## src/srcs_pkg.sv

```systemverilog
package srcs_pkg;
    localparam logic [3:0] ADDR_CTRL = 4'h0;
    localparam logic [3:0] ADDR_DATA = 4'h1;
    localparam logic [3:0] ADDR_MODE = 4'h2;
    localparam int BIT_SPEN = 7;
    localparam int BIT_NINE = 6;
    localparam int BIT_SINGLE = 5;
    localparam int BIT_CONT = 4;
    localparam int BIT_ADDR = 3;
    localparam int BIT_FRAMING_ERROR_FLAG = 2;
    localparam int BIT_OVERRUN_ERROR_FLAG = 1;
    localparam int BIT_RX9 = 0;
    localparam int MODE_SYNC = 0;
    localparam int MODE_MASTER = 1;
    localparam logic [7:0] CTRL_RESET = 8'h00;
    localparam logic [1:0] MODE_RESET = 2'h0;
    localparam int FIFO_DEPTH = 16;
    localparam int WORD_W = 10;
endpackage

```

## src/srcs_fifo.sv

```systemverilog
module srcs_fifo #(
    parameter int WIDTH = 10,
    parameter int DEPTH = 16
) (
    input wire logic i_clk,
    input wire logic i_rstn,
    input wire logic i_in_valid,
    output logic o_in_ready,
    input wire logic [WIDTH-1:0] i_in_data,
    output logic o_out_valid,
    input wire logic i_out_ready,
    output logic [WIDTH-1:0] o_out_data
);
    localparam int AW = $clog2(DEPTH);
    logic [WIDTH-1:0] mem_r [DEPTH];
    logic [AW-1:0] wp_r;
    logic [AW-1:0] rp_r;
    logic [AW:0] cnt_r;
    wire push = i_in_valid && o_in_ready;
    wire pop = o_out_valid && i_out_ready;
    assign o_in_ready = (cnt_r != (AW+1)'(DEPTH));
    assign o_out_valid = (cnt_r != '0);
    assign o_out_data = mem_r[rp_r];
    always_ff @(posedge i_clk or negedge i_rstn)
    begin
        if (!i_rstn)
        begin
            wp_r <= '0;
            rp_r <= '0;
            cnt_r <= '0;
        end
        else
        begin
            if (push)
                wp_r <= wp_r + 1'b1;
            if (pop)
                rp_r <= rp_r + 1'b1;
            if (push && !pop)
                cnt_r <= cnt_r + 1'b1;
            else if (pop && !push)
                cnt_r <= cnt_r - 1'b1;
        end
    end
    always_ff @(posedge i_clk)
    begin
        if (push)
            mem_r[wp_r] <= i_in_data;
    end
endmodule

```

## src/srcs_top.sv

```systemverilog
// The address-and-strobe port and the address map were decided locally.
module srcs_top (
    input wire logic i_clk,
    input wire logic i_rstn,
    input wire logic [3:0] i_addr,
    input wire logic [7:0] i_wdata,
    input wire logic i_wr,
    input wire logic i_rd,
    output logic [7:0] o_rdata,
    input wire logic i_word_valid,
    input wire logic [8:0] i_word_data,
    input wire logic i_word_framing_error_flag,
    output logic o_rx_active,
    output logic o_data_avail
);
    logic [7:0] ctrl_r;
    logic [1:0] mode_r;
    logic [7:0] rdata_r;
    logic rx_active_r;
    logic avail_r;
    logic overrun_error_flag_r;
    logic [7:0] ctrl_nxt;
    logic [7:0] rdata_nxt;
    logic overrun_error_flag_nxt;
    logic [9:0] fifo_out;
    logic fifo_ready;
    logic fifo_valid;

    wire sync_mode = mode_r[srcs_pkg::MODE_SYNC];
    wire master = mode_r[srcs_pkg::MODE_MASTER];
    wire spen = ctrl_r[srcs_pkg::BIT_SPEN];
    wire nine = ctrl_r[srcs_pkg::BIT_NINE];
    wire single = ctrl_r[srcs_pkg::BIT_SINGLE];
    wire cont = ctrl_r[srcs_pkg::BIT_CONT];
    wire addr_en = ctrl_r[srcs_pkg::BIT_ADDR];
    wire wr_ctrl = i_wr && (i_addr == srcs_pkg::ADDR_CTRL);
    wire wr_mode = i_wr && (i_addr == srcs_pkg::ADDR_MODE);
    wire rd_data = i_rd && (i_addr == srcs_pkg::ADDR_DATA);
    wire rd_ctrl = i_rd && (i_addr == srcs_pkg::ADDR_CTRL);
    wire rd_mode = i_rd && (i_addr == srcs_pkg::ADDR_MODE);
    // Receiver on: async by continuous; sync by continuous, or by single in master mode only
    wire single_on = sync_mode && master && single && !cont;
    wire rx_on = spen && (cont || single_on);
    // Address filter only in nine-bit async
    wire filt = !sync_mode && nine && addr_en;
    wire keep = !filt || i_word_data[8];
    wire take = rx_on && i_word_valid && keep;
    wire push = take && !overrun_error_flag_r;
    wire lost = take && !fifo_ready;
    wire single_done = single_on && spen && i_word_valid;
    wire push_ok = push && fifo_ready;
    wire [9:0] word_in = {i_word_framing_error_flag, i_word_data};

    srcs_fifo #(
        .WIDTH(srcs_pkg::WORD_W),
        .DEPTH(srcs_pkg::FIFO_DEPTH)
    ) u_fifo (
        .i_clk(i_clk),
        .i_rstn(i_rstn),
        .i_in_valid(push),
        .o_in_ready(fifo_ready),
        .i_in_data(word_in),
        .o_out_valid(fifo_valid),
        .i_out_ready(rd_data),
        .o_out_data(fifo_out)
    );

    always_comb
    begin
        ctrl_nxt = ctrl_r;
        if (wr_ctrl)
        begin
            ctrl_nxt[7:3] = i_wdata[7:3];
        end
        if (single_done && !(wr_ctrl && i_wdata[srcs_pkg::BIT_SINGLE]))
            ctrl_nxt[srcs_pkg::BIT_SINGLE] = 1'b0;
        // Framing and ninth-bit status bits track the head word
        ctrl_nxt[srcs_pkg::BIT_FRAMING_ERROR_FLAG] = fifo_valid && fifo_out[9];
        ctrl_nxt[srcs_pkg::BIT_RX9] = fifo_valid && fifo_out[8];
        ctrl_nxt[srcs_pkg::BIT_OVERRUN_ERROR_FLAG] = 1'b0;
    end

    // Overrun: set wins over clear
    assign overrun_error_flag_nxt = lost || (overrun_error_flag_r && cont);

    always_comb
    begin
        rdata_nxt = 8'h00;
        if (rd_ctrl)
        begin
            rdata_nxt = ctrl_r;
            rdata_nxt[srcs_pkg::BIT_OVERRUN_ERROR_FLAG] = overrun_error_flag_r;
        end
        else if (rd_data)
            rdata_nxt = fifo_valid ? fifo_out[7:0] : 8'h00;
        else if (rd_mode)
            rdata_nxt = {6'h00, mode_r};
    end

    always_ff @(posedge i_clk or negedge i_rstn)
    begin
        if (!i_rstn)
        begin
            ctrl_r <= srcs_pkg::CTRL_RESET;
            mode_r <= srcs_pkg::MODE_RESET;
            rdata_r <= 8'h00;
            overrun_error_flag_r <= 1'b0;
            rx_active_r <= 1'b0;
            avail_r <= 1'b0;
        end
        else
        begin
            ctrl_r <= ctrl_nxt;
            if (wr_mode)
                mode_r <= i_wdata[1:0];
            rdata_r <= rdata_nxt;
            overrun_error_flag_r <= overrun_error_flag_nxt;
            rx_active_r <= rx_on;
            avail_r <= fifo_valid;
        end
    end

    assign o_rdata = rdata_r;
    assign o_rx_active = rx_active_r;
    assign o_data_avail = avail_r;

    property p_async_off;
        @(posedge i_clk) disable iff (!i_rstn)
        (!sync_mode && !cont) |-> !rx_on;
    endproperty
    a_async_off: assert property (p_async_off)
        else $error("receiver on without continuous enable");

    property p_single_clear;
        @(posedge i_clk) disable iff (!i_rstn)
        (single_done && !wr_ctrl) |=> !single;
    endproperty
    a_single_clear: assert property (p_single_clear)
        else $error("single enable not cleared");

    property p_filter;
        @(posedge i_clk) disable iff (!i_rstn)
        (filt && !i_word_data[8]) |-> !push;
    endproperty
    a_filter: assert property (p_filter)
        else $error("address filter let word through");

    property p_nofilt;
        @(posedge i_clk) disable iff (!i_rstn)
        (rx_on && i_word_valid && !filt && !overrun_error_flag_r && fifo_ready)
            |-> push_ok;
    endproperty
    a_nofilt: assert property (p_nofilt)
        else $error("word dropped without filter");

    property p_eight;
        @(posedge i_clk) disable iff (!i_rstn)
        (!sync_mode && !nine) |-> keep;
    endproperty
    a_eight: assert property (p_eight)
        else $error("address detect acted in eight bit mode");

    property p_overrun_error_flag_set;
        @(posedge i_clk) disable iff (!i_rstn)
        lost |=> overrun_error_flag_r;
    endproperty
    a_overrun_error_flag_set: assert property (p_overrun_error_flag_set)
        else $error("overrun not set");

    property p_overrun_error_flag_hold;
        @(posedge i_clk) disable iff (!i_rstn)
        (overrun_error_flag_r && cont) |=> overrun_error_flag_r;
    endproperty
    a_overrun_error_flag_hold: assert property (p_overrun_error_flag_hold)
        else $error("overrun cleared while enabled");

    property p_framing_error_flag;
        @(posedge i_clk) disable iff (!i_rstn)
        ##1 (ctrl_r[srcs_pkg::BIT_FRAMING_ERROR_FLAG] == $past(fifo_valid && fifo_out[9]));
    endproperty
    a_framing_error_flag: assert property (p_framing_error_flag)
        else $error("framing flag mismatch");

    property p_cont_wins;
        @(posedge i_clk) disable iff (!i_rstn)
        (sync_mode && cont && spen) |-> (rx_on && !single_on);
    endproperty
    a_cont_wins: assert property (p_cont_wins)
        else $error("continuous did not override single");

    property p_rx9;
        @(posedge i_clk) disable iff (!i_rstn)
        fifo_valid |=> (ctrl_r[srcs_pkg::BIT_RX9] == $past(fifo_out[8]));
    endproperty
    a_rx9: assert property (p_rx9)
        else $error("ninth bit altered");

    property p_single_mode;
        @(posedge i_clk) disable iff (!i_rstn)
        single_on |-> (sync_mode && master);
    endproperty
    a_single_mode: assert property (p_single_mode)
        else $error("single receive outside sync master");

    property p_single_hold;
        @(posedge i_clk) disable iff (!i_rstn)
        (single && !single_done && !wr_ctrl) |=> single;
    endproperty
    a_single_hold: assert property (p_single_hold)
        else $error("single enable lost before a word");

    property p_async_on;
        @(posedge i_clk) disable iff (!i_rstn)
        (!sync_mode && cont && spen) |=> o_rx_active;
    endproperty
    a_async_on: assert property (p_async_on)
        else $error("receiver off with continuous enable");

    property p_active_follow;
        @(posedge i_clk) disable iff (!i_rstn)
        rx_on |=> o_rx_active;
    endproperty
    a_active_follow: assert property (p_active_follow)
        else $error("active output lags receiver");

    property p_ctrl_write;
        @(posedge i_clk) disable iff (!i_rstn)
        wr_ctrl |=> (cont == $past(i_wdata[srcs_pkg::BIT_CONT]));
    endproperty
    a_ctrl_write: assert property (p_ctrl_write)
        else $error("continuous enable not written");

    property p_sync_nofilt;
        @(posedge i_clk) disable iff (!i_rstn)
        sync_mode |-> !filt;
    endproperty
    a_sync_nofilt: assert property (p_sync_nofilt)
        else $error("address filter active in sync mode");

    property p_nine_keep;
        @(posedge i_clk) disable iff (!i_rstn)
        (!filt && take) |-> (push || overrun_error_flag_r);
    endproperty
    a_nine_keep: assert property (p_nine_keep)
        else $error("unfiltered word not pushed");

    property p_head_framing_error_flag;
        @(posedge i_clk) disable iff (!i_rstn)
        (fifo_valid && !rd_data) |=>
            (ctrl_r[srcs_pkg::BIT_FRAMING_ERROR_FLAG] == fifo_out[9]);
    endproperty
    a_head_framing_error_flag: assert property (p_head_framing_error_flag)
        else $error("framing flag not from head word");

    property p_overrun_error_flag_clear;
        @(posedge i_clk) disable iff (!i_rstn)
        (!cont && !lost) |=> !overrun_error_flag_r;
    endproperty
    a_overrun_error_flag_clear: assert property (p_overrun_error_flag_clear)
        else $error("overrun kept without continuous");

    property p_overrun_error_flag_drop;
        @(posedge i_clk) disable iff (!i_rstn)
        overrun_error_flag_r |-> !push;
    endproperty
    a_overrun_error_flag_drop: assert property (p_overrun_error_flag_drop)
        else $error("word stored during overrun");

    property p_full_lost;
        @(posedge i_clk) disable iff (!i_rstn)
        (take && !fifo_ready) |-> !push_ok;
    endproperty
    a_full_lost: assert property (p_full_lost)
        else $error("word stored into full buffer");

    property p_head_rx9;
        @(posedge i_clk) disable iff (!i_rstn)
        (fifo_valid && !rd_data) |=>
            (ctrl_r[srcs_pkg::BIT_RX9] == fifo_out[8]);
    endproperty
    a_head_rx9: assert property (p_head_rx9)
        else $error("ninth bit not from head word");

    property p_store_rx9;
        @(posedge i_clk) disable iff (!i_rstn)
        push_ok |-> (word_in[8] == i_word_data[8]);
    endproperty
    a_store_rx9: assert property (p_store_rx9)
        else $error("ninth bit changed on store");

    c_single: cover property (@(posedge i_clk) single_done);
    c_overrun_error_flag_clear: cover property (@(posedge i_clk) overrun_error_flag_r && !cont);
    c_lost: cover property (@(posedge i_clk) lost);
    c_filtered: cover property (@(posedge i_clk) filt && take);
    c_full: cover property (@(posedge i_clk) !fifo_ready);
endmodule
```

## config.mk

```make
export PLATFORM = sky130hd
export DESIGN_NAME = srcs_top
export DESIGN_NICKNAME = d
export VERILOG_FILES = /design/src/srcs_pkg.sv /design/src/srcs_fifo.sv /design/src/srcs_top.sv
export SDC_FILE = /design/constraint.sdc
export NUM_CORES = 1
export LEC_CHECK = 0
export CORE_MARGIN = 8
export CORE_UTILIZATION = 45
export DETAILED_ROUTE_END_ITERATION = 10
export DONT_BUFFER_PORTS = 1
export PLACE_DENSITY = 0.62
export SYNTH_ARGS = -nofsm -noshare
export SYNTH_HDL_FRONTEND = slang
export SYNTH_SLANG_ARGS = --single-unit
```

## constraint.sdc

```tcl
create_clock -name i_clk -period 3.65 [get_ports i_clk]
set_input_delay 0.73 -clock i_clk [delete_from_list [all_inputs] [get_ports i_clk]]
set_output_delay 0.73 -clock i_clk [all_outputs]
set_load 0.05 [all_outputs]
```

Word-level counts from Yosys, hierarchy flattened
Memory sizes are Yosys's and may differ from the RTL's. Index checks and enable logic that the tools add are counted.

Register bits: 33. RAM bits: 160. Input bits: 27. Memories kept: 1. Output and inout port bits: 10.

Memories: u_fifo.mem_r (depth 16, bits a word 10, read ports 1, clocked after memory_dff 0, write ports 1, RTL line srcs_fifo.sv:15) `logic [WIDTH-1:0] mem_r [DEPTH];`.

Add/sub/neg operators: 4. Mux-type cells: 10. Reductions and logical operators: 41. Eq/ne operators: 3.

Operators with widths (number): $logic_and A1 B1 Y1 (26); $mux W8 (3); $mux W5 (2); $add A4 B1 Y4 const B (2); $logic_not A1 Y1 (8); $add A5 B1 Y5 const B (1); $ne A5 B5 Y1 const B (1); $reduce_bool A5 Y1 (1); $sub A5 B1 Y5 const B (1); $eq A4 B1 Y1 const B (1); $eq A4 B2 Y1 const B (1); $logic_not A4 Y1 (1); $reduce_bool A2 Y1 (2); $logic_or A1 B1 Y1 (3); $mux W1 (3); $mux W3 (1); $mux W2 (1).

Logic depth before layout (Yosys ltp)
Depth after elaboration: 13. Depth in mapped cells: 11.

Hierarchy
A second synthesis with hierarchy kept.

Cells, all modules: 441. Area total of the unflattened synthesis: 7807.5 um^2.

By module, submodules not included: srcs_fifo (times used 1, area each 6936.7 um^2, cells an instance 373); srcs_top (times used 1, area each 870.8 um^2, cells an instance 68).

Least setup slack after synthesis
Ideal clock, no wire load.

Path type: input to register. From: input i_word_data[8]. To: memory u_fifo.mem_r[3][0] (enable). Arrival time: 2.733 ns. Path slack: 0.510 ns. Required time: 3.243 ns. Library setup time: 0.407 ns. Path buffers: 1. Stages: 5. Path through: nand4bb_1 -> nand4b_1 -> or3_1 -> buf_2 -> nor4b_1.

Cells in the longest elaborated chain, start to end: 6.

Ends and longest elaborated chain: start, declared (RTL line srcs_top.sv:11) `input wire logic [8:0] i_word_data,`; $logic_or A1 B1 Y1 (RTL line srcs_top.sv:46) `wire keep = !filt || i_word_data[8];`; $logic_and A1 B1 Y1 (RTL line srcs_top.sv:47) `wire take = rx_on && i_word_valid && keep;`; $logic_and A1 B1 Y1 (RTL line srcs_top.sv:48) `wire push = take && !overrun_error_flag_r;`; $logic_and A1 B1 Y1 (RTL line srcs_fifo.sv:19) `wire push = i_in_valid && o_in_ready;`; $mux W1 (RTL line srcs_fifo.sv:46) `if (push)`; $mux W1 (not written as such) (RTL line srcs_fifo.sv:47) `mem_r[wp_r] <= i_in_data;`; end, declared (RTL line srcs_fifo.sv:15).

No other way between the ends.

Worst setup path after layout
From: register u_fifo.cnt_r[1]. To: register u_fifo.cnt_r[4].

Cells in the longest elaborated chain, start to end: 5. Elaborated cells between the ends (all ways): 13. Those cells by class: 2 x add/sub; 1 x eq/ne; 2 x mux; 8 x reduce/logical.

Ends and longest elaborated chain: start, declared (RTL line srcs_fifo.sv:18) `logic [AW:0] cnt_r;`; start signal, assigned (RTL line srcs_fifo.sv:39) `cnt_r <= cnt_r + 1'b1;`; start signal, assigned (RTL line srcs_fifo.sv:41) `cnt_r <= cnt_r - 1'b1;`; $ne A5 B5 Y1 (*) (RTL line srcs_fifo.sv:21) `assign o_in_ready = (cnt_r != (AW+1)'(DEPTH));`; $logic_and A1 B1 Y1 (*) (RTL line srcs_fifo.sv:19); via u_fifo.push (RTL line srcs_fifo.sv:19); $logic_not A1 Y1 (RTL line srcs_fifo.sv:40) `else if (pop && !push)`; $logic_and A1 B1 Y1 (RTL line srcs_fifo.sv:40); $reduce_bool A2 Y1 (no source line).

Mark *: on every way through the listed nets, which the timed path passes. The rest lies on a longest branch. The select of a mux whose other input is x is not followed. A chain may end at the register's enable or synchronous reset.

==> results by group <==
Outcome
  • Status: complete, no violations

Clock network
  • PostCTS Resize Cnt: 0
  • CTS Hold Bufs: 1
  • CTS H-tree lvls: 4
  • Clock Latency Late Sink: 0.42 ns
  • Clk slew on worst S/H paths: 0.07 ns
  • Max Root-Sink Buffers: 2
  • CTS Buf Count: 17
  • Post-CTS setup buffers: 0
  • CTS tree: built
  • Root Driver: clkbuf_16
  • Clock sink count: just under 200

Logic synthesis
  • Cell Area, Synth: around 7800 um^2
  • Warnings from Yosys: 0
  • Number of synthesized register bits: approximately 190
  • Register area share after synthesis: 71.7%
  • Synth cell count leaders: edfxtp_1 (160), dfrtp_1 (33), mux4_2 (24)
  • Gate Count Post-Synth: between 300 and 400
  • Syn_area_per_cell: about 20 um^2
  • Yosys cell types: 41
  • Asr flop ratio synth: 17.1%
  • Most common cell in the netlist: edfxtp_1
  • Cell taking the most area after synthesis: edfxtp_1
  • Post-Synthesis Net Count: roughly 430
  • Post-synth EDFFs: 160
  • Largest cells by area after synthesis: edfxtp_1 (61%), dfrtp_1 (11%), mux4_2 (6.9%), mux4_1 (6.7%), mux2_2 (2.0%)
  • Yosys top cell area share: around 60%
  • Primary FF master, synth: edfxtp_1

Floorplan
  • FP Rows: between 40 and 50
  • Core Area: about 17000 um^2
  • Top-level port count: 37
  • Initial core utilization: a little under half
  • Die height: 148 um
  • Die area: between 20000 and 25000 um^2
  • Die width: between 100 and 150 um

Timing
  • Minimum clock period: between 2 and 3 ns
  • Pin slew with the least headroom to its limit: between 0.8 and 0.9 ns
  • Crit share post-route: 81.6%
  • Hold_ws: 0.127 ns
  • Hold Vio Cnt, Final: 0
  • Clk_skew: roughly 0.007 ns
  • F_max: ~0.34 GHz
  • Slew Viols, Final: 0
  • Sum of negative setup slack: 0 ns
  • RSZ-0062 raised after global routing: false
  • Final Setup Violations: 0
  • Slew HR: 44.1%

Finish
  • Post-layout utilization of the core: between 50% and 60%
  • Seq. cell area: 5630 um^2
  • Fin nets: 450
  • Ratio of cells with drive above 1 in the final layout: a little under a quarter
  • Synth-to-layout area growth: 12.4%
  • N_diodes: 0
  • Multi-input gate area: about 2100 um^2
  • Fillers: approximately 1400
  • Design area: between 8000 and 9000 um^2

Setup path
  • Worst Setup Start Kind: flip-flop
  • Critical Path AT: ~3.3 ns
  • Critical path class: reg2reg
  • CP endpoint kind: flip-flop
  • Critical-path maximum fanout: 7
  • Worst EP required: about 4.0 ns

GRT
  • Vias in the first global route: just under 4000
  • Initial antenna violation count: 0
  • First-pass GRT wire length: ~24000 um
  • Overall routing resource usage: roughly 15%
  • Total grt overflow: 0
  • Largest net degree at the start of global routing: 36

Placed design
  • RePlAce Congestion: between 0.7 and 0.8
  • Detail Placement HPWL: 9780 um
  • DP Area: a little over 8000 um^2
  • IO buf count: 0

Detailed routing
  • Wire per inst: about 24 um
  • Vias: approximately 3700
  • DR vias/cell: ~5.7
  • Antenna-violating nets left: 0
  • DRC: 0
  • Starting DRC count in detailed routing: roughly 260
  • Final wirelength: 15300 um
  • DRT Pass-1 Iters: 6

Pwr
  • Clk network pwr share: around a third
  • Total power per unit cell area: roughly 630 nW/um^2
  • Sw power: 1.43 mW
  • Sw Ratio: between 20 and 30%
  • Seq pwr share: ~50%
  • Worst vdd ir: 0.000308 V
  • Comb pwr share: around 16%
  • Leakage: 2.96 nW
  • Int Power: roughly 4.2 mW

Job
  • Max-cap violations: 0

Hold path
  • Min-delay worst type: in2async
[logic make-up after synthesis]
family / count (synthesis) / synth area share [%]
AO/OA/AOI/OAI: 19 / 1.93
adder cells (fa/ha/maj): 10 / 1.69
AND/OR/NAND/NOR: 70 / 5.09
buffers and inverters: 25 / 1.95
flip-flops: 193 / 71.7
multiplexers: 65 / 16.5
XOR/XNOR: 10 / 1.12
[cell usage in the layout, fill, tap and decap left out, types with 4 or more instances in the layout]
cell	netlist	routed
inv_1	5	5
and4b_1	4	4
nor4b_2	0	4
nor3_1	12	8
dfrtp_1	33	32
mux4_1	20	20
clkbuf_16	0	17
buf_4	0	18
bufinv_16	0	4
nor2_1	9	9
nand3_1	4	4
edfxtp_1	160	160
mux4_2	24	24
mux2_2	14	14
nor3_2	0	4
nand2_1	18	18
ha_1	9	9
o21ai_0	5	5
mux2i_1	7	7
a221o_1	6	6
xnor2_1	7	7
[through the flow]
step                      std cells  setup WS [ns]  power (mW)
final                           650          0.671        5.58
after CTS                       650          0.647        5.62
after detailed placement        618          0.384        3.72
after global routing            650          0.489        5.80
after global placement          618          0.457        3.70
after floorplan                 392          0.510        3.48
[power by group through the flow]
stage / clock, mW / combinational [mW] / sequential (mW)
after global routing: 2.01 / 0.991 / 2.80
final: 1.91 / 0.905 / 2.77
after detailed placement: 0 / 0.898 / 2.82
after global placement: 0 / 0.884 / 2.81
after floorplan: 0 / 0.800 / 2.68
after CTS: 1.93 / 0.917 / 2.77
[layout make-up]
| cell class | instances | area share, % |
|---|---|---|
| flip-flops and latches | 193 | 63.8 |
| multi-input cells | 174 | 23.9 |
| clock buffers | 20 | 4.95 |
| well taps | 225 | 3.19 |
| repair buffers | 20 | 1.99 |
| clock inverters | 11 | 1.84 |
| inverters | 7 | 0.298 |
[path summary, 6_finish.rpt]
check	slack, ns	cells past startpoint	endpoint	start
worst max register to register	0.67	11	u_fifo.cnt_r[4]$_DFFE_PN0P_	u_fifo.cnt_r[1]$_DFFE_PN0P_
max in group asynchronous	3.33	1	u_fifo.rp_r[2]$_DFFE_PN0P_	i_rstn
worst max-delay path	0.67	11	u_fifo.cnt_r[4]$_DFFE_PN0P_	u_fifo.cnt_r[1]$_DFFE_PN0P_
min in group i_clk	0.40	0	u_fifo.mem_r[13][7]$_DFFE_PP_	i_word_data[7]
worst min register to register	0.51	1	o_rdata[2]$_DFF_PN0_	ctrl_r[2]$_DFF_PN0_
worst min-delay path	0.13	1	u_fifo.cnt_r[1]$_DFFE_PN0P_	i_rstn
[metal layers]
| metal | share of wire, % | track usage, % | vias up |
|---|---|---|---|
| li1 | - | - | 1641 |
| met1 | 43 | 18.9 | 1924 |
| met2 | 49 | 23.9 | 105 |
| met3 | 6.2 | 4.25 | 16 |
| met4 | 1.5 | 4.84 | 0 |
| met5 | 0 | 0 | - |
[flip-flops by register name, summed over array words and instances, names as in the netlist]
signal / flops
u_fifo.mem_r: 160
o_rdata: 8
ctrl_r: 7
u_fifo.cnt_r: 5
u_fifo.rp_r: 4
u_fifo.wp_r: 4
mode_r: 2
o_data_avail: 1
o_rx_active: 1
overrun_error_flag_r: 1
[worst max-delay path, cell delays in order (launching register included)]
cell and delay (ns):
dfrtp_1 0.44, nor4_2 0.59, and2_1 0.27, or3_1 0.15, inv_2 0.08, ha_1 0.20
inv_1 0.16, ha_1 0.30, a21o_1 0.17, a21oi_1 0.18, mux2i_1 0.24, xnor2_1 0.14
No activity file was read; power rests on OpenSTA's default activity.
